File: config.mk
export PLATFORM = sky130hd
export DESIGN_NAME = ptp_throttle
export DESIGN_NICKNAME = d
export VERILOG_FILES = /design/src/rtl/ptp_pkg.sv /design/src/rtl/ptp_throttle.sv /design/src/rtl/ptp_tick_gen.sv
export SDC_FILE = /design/constraint.sdc
export NUM_CORES = 1
export LEC_CHECK = 0
export ABC_AREA = 1
export BUFFER_PORTS_ARGS = -buffer_cell sky130_fd_sc_hd__buf_2
export CAP_MARGIN = 0
export CORE_MARGIN = 2
export CORE_UTILIZATION = 35
export CTS_CLUSTER_DIAMETER = 80
export DETAILED_ROUTE_END_ITERATION = 10
export GPL_TIMING_DRIVEN = 1
export HOLD_SLACK_MARGIN = 0.15
export MAX_ROUTING_LAYER = met4
export PLACE_DENSITY = 0.54
export SLEW_MARGIN = 25
export SYNTH_ARGS = -nofsm -noshare
export SYNTH_HDL_FRONTEND = slang
export SYNTH_SLANG_ARGS = --single-unit
File: constraint.sdc
create_clock -name clock_in -period 4.4 [get_ports clock_in]
set_input_delay 0.44 -clock clock_in [delete_from_list [all_inputs] [get_ports clock_in]]
set_output_delay 0.44 -clock clock_in [all_outputs]
set_load 0.02 [all_outputs]
File: src/rtl/ptp_pkg.sv
package ptp_pkg;
  // ****************************************************************
  // Clocking
  // ****************************************************************
  localparam int unsigned CLK_FREQ_HZ = 10_000_000;
  localparam int unsigned TICK_FREQ_HZ = 22_500;
  localparam int unsigned TICK_DIV = CLK_FREQ_HZ / TICK_FREQ_HZ;

  // ****************************************************************
  // Register map
  // ****************************************************************
  localparam logic [7:0] THROTTLE_CONTROL_ADDR = 8'hC6;
  localparam logic [7:0] THROTTLE_MONITOR_INTERVAL_ADDR = 8'hC7;
  localparam logic [7:0] THROTTLE_CONTROL_RESET = 8'h00;
  localparam logic [7:0] THROTTLE_MONITOR_INTERVAL_RESET = 8'h11;
  localparam logic [7:0] UNMAPPED_READ = 8'h00;

  // Throttle control fields
  localparam int unsigned DUTY_LSB = 0;
  localparam int unsigned DUTY_MSB = 3;
  localparam int unsigned CPU1_MASK_BIT = 4;
  localparam int unsigned CPU2_MASK_BIT = 5;
  localparam int unsigned CPU1_FORCE_BIT = 6;
  localparam int unsigned CPU2_FORCE_BIT = 7;

  // Monitor interval fields
  localparam int unsigned CPU1_INTERVAL_LSB = 0;
  localparam int unsigned CPU1_INTERVAL_MSB = 3;
  localparam int unsigned CPU2_INTERVAL_LSB = 4;
  localparam int unsigned CPU2_INTERVAL_MSB = 7;

  // ****************************************************************
  // Throttle waveform
  // ****************************************************************
  localparam logic [6:0] PERIOD_TICKS = 7'h50;
  localparam logic [6:0] DUTY_STEP_TICKS = 7'h05;
  localparam logic [6:0] COUNT_RESET = 7'h00;

  // ****************************************************************
  // Monitoring windows
  // ****************************************************************
  localparam int unsigned WINDOW_BASE_MS = 730;
  localparam logic [23:0] WINDOW_BASE_TICKS =
    24'((WINDOW_BASE_MS * TICK_FREQ_HZ) / 1000);
  localparam logic [3:0] INTERVAL_LAST_CODE = 4'h9;
  localparam logic [23:0] WINDOW_RESERVED = 24'h000000;
endpackage : ptp_pkg

File: src/rtl/ptp_throttle.sv
`timescale 1ns/10ps
module ptp_throttle #(
  parameter int unsigned TICK_DIV = ptp_pkg::TICK_DIV
) (
  input wire logic clock_in,
  input wire logic rst_in,
  input wire logic [7:0] reg_addr_in,
  input wire logic [7:0] reg_wdata_in,
  input wire logic reg_write_in,
  input wire logic reg_read_in,
  output logic [7:0] reg_rdata_out,
  output logic reg_rvalid_out,
  input wire logic cpu1_regulator_hot_n_in,
  input wire logic cpu2_regulator_hot_n_in,
  input wire logic throttle_pins_shorted_in,
  input wire logic cpu1_throttle_pin_in,
  output logic cpu1_throttle_pin_out,
  output logic cpu1_throttle_pin_oe_out,
  input wire logic cpu2_throttle_pin_in,
  output logic cpu2_throttle_pin_out,
  output logic cpu2_throttle_pin_oe_out,
  output logic [23:0] cpu1_monitor_window_out,
  output logic [23:0] cpu2_monitor_window_out
);
  // ****************************************************************
  // Tick source
  // ****************************************************************
  logic tick;

  ptp_tick_gen #(
    .DIV(TICK_DIV)
  ) u_tick (
    .clock_in(clock_in),
    .rst_in(rst_in),
    .tick_out(tick)
  );

  // ****************************************************************
  // Registers
  // ****************************************************************
  logic [7:0] throttle_control_q;
  logic [7:0] throttle_control_d;
  logic [7:0] throttle_monitor_interval_q;
  logic [7:0] throttle_monitor_interval_d;
  logic [7:0] rdata_q;
  logic [7:0] rdata_d;
  logic rvalid_q;
  logic rvalid_d;

  always_comb begin
    throttle_control_d = throttle_control_q;
    throttle_monitor_interval_d = throttle_monitor_interval_q;
    rdata_d = rdata_q;
    rvalid_d = reg_read_in;
    if (reg_write_in && reg_addr_in == ptp_pkg::THROTTLE_CONTROL_ADDR) begin
      throttle_control_d = reg_wdata_in;
    end else if (reg_write_in &&
                 reg_addr_in == ptp_pkg::THROTTLE_MONITOR_INTERVAL_ADDR) begin
      throttle_monitor_interval_d = reg_wdata_in;
    end
    if (reg_read_in) begin
      if (reg_addr_in == ptp_pkg::THROTTLE_CONTROL_ADDR) begin
        rdata_d = throttle_control_q;
      end else if (reg_addr_in ==
                   ptp_pkg::THROTTLE_MONITOR_INTERVAL_ADDR) begin
        rdata_d = throttle_monitor_interval_q;
      end else begin
        rdata_d = ptp_pkg::UNMAPPED_READ;
      end
    end
  end

  always_ff @(posedge clock_in or posedge rst_in) begin
    if (rst_in) begin
      throttle_control_q <= ptp_pkg::THROTTLE_CONTROL_RESET;
      throttle_monitor_interval_q <=
        ptp_pkg::THROTTLE_MONITOR_INTERVAL_RESET;
      rdata_q <= 8'h00;
      rvalid_q <= 1'b0;
    end else begin
      throttle_control_q <= throttle_control_d;
      throttle_monitor_interval_q <= throttle_monitor_interval_d;
      rdata_q <= rdata_d;
      rvalid_q <= rvalid_d;
    end
  end

  // ****************************************************************
  // Field decode
  // ****************************************************************
  logic [3:0] throttle_duty_select;
  logic [1:0] regulator_hot_mask;
  logic [1:0] force_throttle;
  logic [1:0] regulator_hot;
  logic [3:0] interval_code [2];
  logic [6:0] assert_width;

  assign throttle_duty_select =
    throttle_control_q[ptp_pkg::DUTY_MSB:ptp_pkg::DUTY_LSB];
  assign regulator_hot_mask = {throttle_control_q[ptp_pkg::CPU2_MASK_BIT],
                               throttle_control_q[ptp_pkg::CPU1_MASK_BIT]};
  assign force_throttle = {throttle_control_q[ptp_pkg::CPU2_FORCE_BIT],
                           throttle_control_q[ptp_pkg::CPU1_FORCE_BIT]};
  assign regulator_hot = {~cpu2_regulator_hot_n_in, ~cpu1_regulator_hot_n_in};
  assign interval_code[0] = throttle_monitor_interval_q[
    ptp_pkg::CPU1_INTERVAL_MSB:ptp_pkg::CPU1_INTERVAL_LSB];
  assign interval_code[1] = throttle_monitor_interval_q[
    ptp_pkg::CPU2_INTERVAL_MSB:ptp_pkg::CPU2_INTERVAL_LSB];
  // Width in ticks, 5 to 80
  assign assert_width = 7'(ptp_pkg::DUTY_STEP_TICKS *
                           ({3'h0, throttle_duty_select} + 7'h01));

  // ****************************************************************
  // Per-output waveform
  // ****************************************************************
  logic [6:0] count_q [2];
  logic [6:0] count_d [2];
  logic [1:0] drive_q;
  logic [1:0] drive_d;
  logic [23:0] window_q [2];
  logic [23:0] window_d [2];
  logic any_force;

  assign any_force = |force_throttle;

  for (genvar i = 0; i < 2; i++) begin : g_out
    logic forced;
    always_comb begin
      if (!tick) begin
        count_d[i] = count_q[i];
      end else if (count_q[i] == ptp_pkg::PERIOD_TICKS - 7'h01) begin
        count_d[i] = ptp_pkg::COUNT_RESET;
      end else begin
        count_d[i] = count_q[i] + 7'h01;
      end
      // Shorted pins share the force request
      forced = throttle_pins_shorted_in ? any_force :
               force_throttle[i];
      drive_d[i] = (forced && count_q[i] < assert_width) ||
                   (regulator_hot[i] && !regulator_hot_mask[i]);
      if (interval_code[i] > ptp_pkg::INTERVAL_LAST_CODE) begin
        window_d[i] = ptp_pkg::WINDOW_RESERVED;
      end else begin
        window_d[i] = ptp_pkg::WINDOW_BASE_TICKS << interval_code[i];
      end
    end

    always_ff @(posedge clock_in or posedge rst_in) begin
      if (rst_in) begin
        count_q[i] <= ptp_pkg::COUNT_RESET;
        drive_q[i] <= 1'b0;
        window_q[i] <= ptp_pkg::WINDOW_BASE_TICKS << 1;
      end else begin
        count_q[i] <= count_d[i];
        drive_q[i] <= drive_d[i];
        window_q[i] <= window_d[i];
      end
    end
  end

  // ****************************************************************
  // Outputs
  // ****************************************************************
  logic pin_low_q;

  always_ff @(posedge clock_in or posedge rst_in) begin
    if (rst_in) begin
      pin_low_q <= 1'b0;
    end else begin
      pin_low_q <= 1'b0;
    end
  end

  assign reg_rdata_out = rdata_q;
  assign reg_rvalid_out = rvalid_q;
  assign cpu1_throttle_pin_out = pin_low_q;
  assign cpu2_throttle_pin_out = pin_low_q;
  assign cpu1_throttle_pin_oe_out = drive_q[0];
  assign cpu2_throttle_pin_oe_out = drive_q[1];
  assign cpu1_monitor_window_out = window_q[0];
  assign cpu2_monitor_window_out = window_q[1];
endmodule : ptp_throttle

File: src/rtl/ptp_tick_gen.sv
`timescale 1ns/10ps
module ptp_tick_gen #(
  parameter int unsigned DIV = ptp_pkg::TICK_DIV
) (
  input wire logic clock_in,
  input wire logic rst_in,
  output logic tick_out
);
  // ****************************************************************
  // Divider for the internal tick
  // ****************************************************************
  logic [15:0] div_q;
  logic [15:0] div_d;
  logic tick_q;
  logic tick_d;

  always_comb begin
    if (div_q == 16'(DIV - 1)) begin
      div_d = 16'h0000;
      tick_d = 1'b1;
    end else begin
      div_d = div_q + 16'h0001;
      tick_d = 1'b0;
    end
  end

  always_ff @(posedge clock_in or posedge rst_in) begin
    if (rst_in) begin
      div_q <= 16'h0000;
      tick_q <= 1'b0;
    end else begin
      div_q <= div_d;
      tick_q <= tick_d;
    end
  end

  assign tick_out = tick_q;
endmodule : ptp_tick_gen
==> summary.md <==
| Metric | Value |
|---|---|
| Outcome | `completed` |
| Nets | `698` |
| Ys Warns | `0` |
| Critical Path RT | `roughly 4.7 ns` |
| Met3 routed wirelength | `553 um` |
| Final hold vios | `0` |
| Synthesized cell area | `a little over 5000 um^2` |
| Vias/cell | `around 4.7` |
| Pleak | `3.08 nW` |
| Port buffer count | `~80` |
| Maximum fanout along the worst path | `6` |
| Crit-path cells | `ha_1 > ha_1 > ha_1 > inv_1 > fa_1 > ha_1 > a21oi_1 > nand2_1 > inv_1 > nand2_1 > nand3_1 > nand2_1 > nand2_1` |
| Final WL | `10500 um` |
| Antenna violations before repair | `0` |
| Root buffer selected by CTS | `clkbuf_16` |
| Peak VDD IR | `0.000172 V` |
| Top-level port count | `between 80 and 90` |
| DRT met1 WL | `between 4000 and 5000 um` |
| Routed length per instance | `around 13 um` |
| CTS tree | `done` |
| Die Ht | `around 120 um` |
| Max Clock Skew | `0.00980 ns` |
| Max-Cap Viols | `0` |
| Worst reg2reg startpoint | `throttle_control_q[0]` |
| Overall power | `just over 0.002 W` |
| EDFF count, synth | `0` |
| RSZ-0062 raised after global routing | `no` |
| Setup violators final | `0` |
| Fraction of layout cells with a size suffix above 1 | `18.9%` |
| Num rows | `43` |
| CP Data Arrival Time | `between 2 and 3 ns` |
| Reg2Reg Depth | `13` |
| Top routing layer used | `met4` |
| TritonRoute pass-1 iters | `4` |
| Max_slew headroom | `between 50 and 60%` |
| Worst setup SP type | `flip-flop` |
| Yosys reg bits | `106` |
| Syn avg cell area | `~9 um^2` |
| Die width | `approximately 120 um` |
| Dominant synthesized flop cell | `dfrtp_1` |
| Post-CTS Setup Bufs | `0` |
| Reg-to-Reg End | `cpu1_throttle_pin_oe_out` |
| Crit end category | `flip-flop` |
| Least-Margin Pin Slew | `0.747 ns` |
| Starting DRT DRC Count | `245` |
| Gpl congestion | `a little under 0.9` |
| Maximum clock frequency | `roughly 0.37 GHz` |
| WS Path Type | `flip-flop to flip-flop` |
| P per Cell Area | `roughly 350 nW/um^2` |
| Synth cell types | `38` |
| Clk Latency, worst-skew pair | `roughly 0.35 ns` |
| Antenna viol nets, final | `0` |
| Seq/Total Area, Yosys | `a little over half` |
| Cell count after synthesis | `approximately 570` |
| Flop2flop setup slack | `1.72 ns` |
| Final Critical Period | `roughly 2.7 ns` |
| Initial Utilization | `between 30% and 40%` |
| Hpwl dp | `~7900 um` |
| Hold crit path type | `primary input to asynchronous set/reset pin` |
| Hold-fix buffers, CTS | `0` |
| Worst-path cell with the longest stage delay | `dfrtp_1` |
| Max clock buf depth | `2` |
| Total Neg Setup Slack | `0 ns` |
| CP peak stage delay | `between 0.4 and 0.5 ns` |
| DRC viols | `0` |
| Filler cells | `1421` |
| Total CTS buffers | `9` |
| N_diodes | `0` |
| Clk sinks | `between 100 and 150` |
| Clock transition at the registers of the reported paths | `around 0.08 ns` |
| GRT Total Usage | `approximately 15%` |
| First-pass GRT wire length | `17800 um` |
| Vias in the first global route | `about 3800` |
| Period utilization | `60.9%` |
| Gates resized, CTS repair | `0` |
| Synth async-reset ratio | `between 90% and 100%` |
| Syn-to-layout area delta | `16.8%` |
| WL met2 | `around 4900 um` |
| Die area | `15400 um^2` |
| Remaining global-route overflow | `0` |
| H-tree depth | `3` |
| Routed vias | `between 3000 and 4000` |
| Pin count of the biggest net entering global routing | `83` |
| Core ar. | `around 14000 um^2` |
| Pins over their slew limit | `0` |
[power breakdown]
part | total (W) | internal (W) | switching, W
clock network | 0.000769 | 0.000403 | 0.000366
registers | 0.00104 | 0.00102 | 0.0000250
logic | 0.000266 | 0.0000886 | 0.000177
total | 0.00208 | 0.00151 | 0.000569
[final cells by class]
class                   count  area (um^2)  share of cell area (%)
multi-input cells         371         2010                    34.2
clock buffers              11          243                    4.12
repair buffers             82          413                    7.02
clock inverters             5         37.5                   0.638
inverters                  76          290                    4.93
flip-flops and latches    106         2670                    45.3
well taps                 180          225                    3.83
[cells by family after synthesis]
logic type      Yosys count  synth area share (%)
simple gates            262                  22.6
xor+xnor                 19                  3.30
flops                   106                  52.9
fa+ha+maj                27                  6.85
other cells               1                0.0744
compound gates           60                  6.90
buf+inv                  91                  7.35
[how the worst max path moves through the flow]
| stage | startpoint | slack [ns] | end |
|---|---|---|---|
| 2_1_floorplan | rst_in | 1.19 | count_q[0] |
| 3_3_place_gp | throttle_control_q[0] | 1.80 | cpu2_throttle_pin_oe_out |
| 3_5_place_dp | throttle_control_q[0] | 1.75 | cpu2_throttle_pin_oe_out |
| 4_1_cts | throttle_control_q[0] | 1.71 | cpu1_throttle_pin_oe_out |
| 5_1_grt | throttle_control_q[0] | 1.55 | cpu2_throttle_pin_oe_out |
| 6_report | throttle_control_q[0] | 1.72 | cpu1_throttle_pin_oe_out |
[cell usage in the layout, fill, tap and decap left out, types with 10 or more instances in the layout]
cell type	instances
dfrtp_1	96
inv_1	73
nor2_1	65
dfstp_2	10
o21ai_0	17
ha_1	26
xor2_1	16
nand2_1	118
nor3_1	10
buf_2	81
a21oi_1	16
nand3_1	45
[synthesized netlist by cell type (7+ instances only)]
cell type,count,area [um^2]
nand4_1,7,43.8
inv_1,74,278
o22ai_1,8,50.1
ha_1,26,325
a21oi_1,16,80.1
nor2_1,65,244
nand2_1,118,443
dfrtp_1,96,2400
xor2_1,16,140
o21ai_0,17,85.1
nand3_1,45,225
dfstp_2,10,263
nor3_1,10,50.1
[sequential cells by signal, summed over array words and instances (netlist names), 8 cells and up]
| register | flops |
|---|---|
| throttle_monitor_interval_q | 8 |
| throttle_control_q | 8 |
| reg_rdata_out | 8 |
| count_q | 14 |
| cpu1_monitor_window_out | 24 |
| cpu2_monitor_window_out | 24 |
| u_tick.div_q | 16 |
[per-layer routing]
metal,GRT usage [%],up-vias
li1,-,1969
met1,19.1,1849
met2,24.5,88
met3,2.79,12
met4,5.90,0
met5,-,-
[worst max-delay path: cells and delay by family, from the launching register on]
family	cells	cell delay [ns]
simple gates	5	0.27
fa+ha+maj	5	1.65
flops	1	0.46
compound gates	1	0.12
buf+inv	2	0.11
[stage by stage]
step	cells	utilization, %	hold slack, ns	setup slack [ns]	area, um^2
3_3_place_gp	815	40.1	0.448	1.80	5600
6_report	831	42.1	0.223	1.72	5890
3_5_place_dp	815	40.1	0.457	1.75	5600
5_1_grt	831	42.1	0.295	1.55	5890
4_1_cts	831	42.1	0.307	1.71	5880
2_1_floorplan	568	-	0.433	1.19	5050
(Power assumes the default switching activity.)
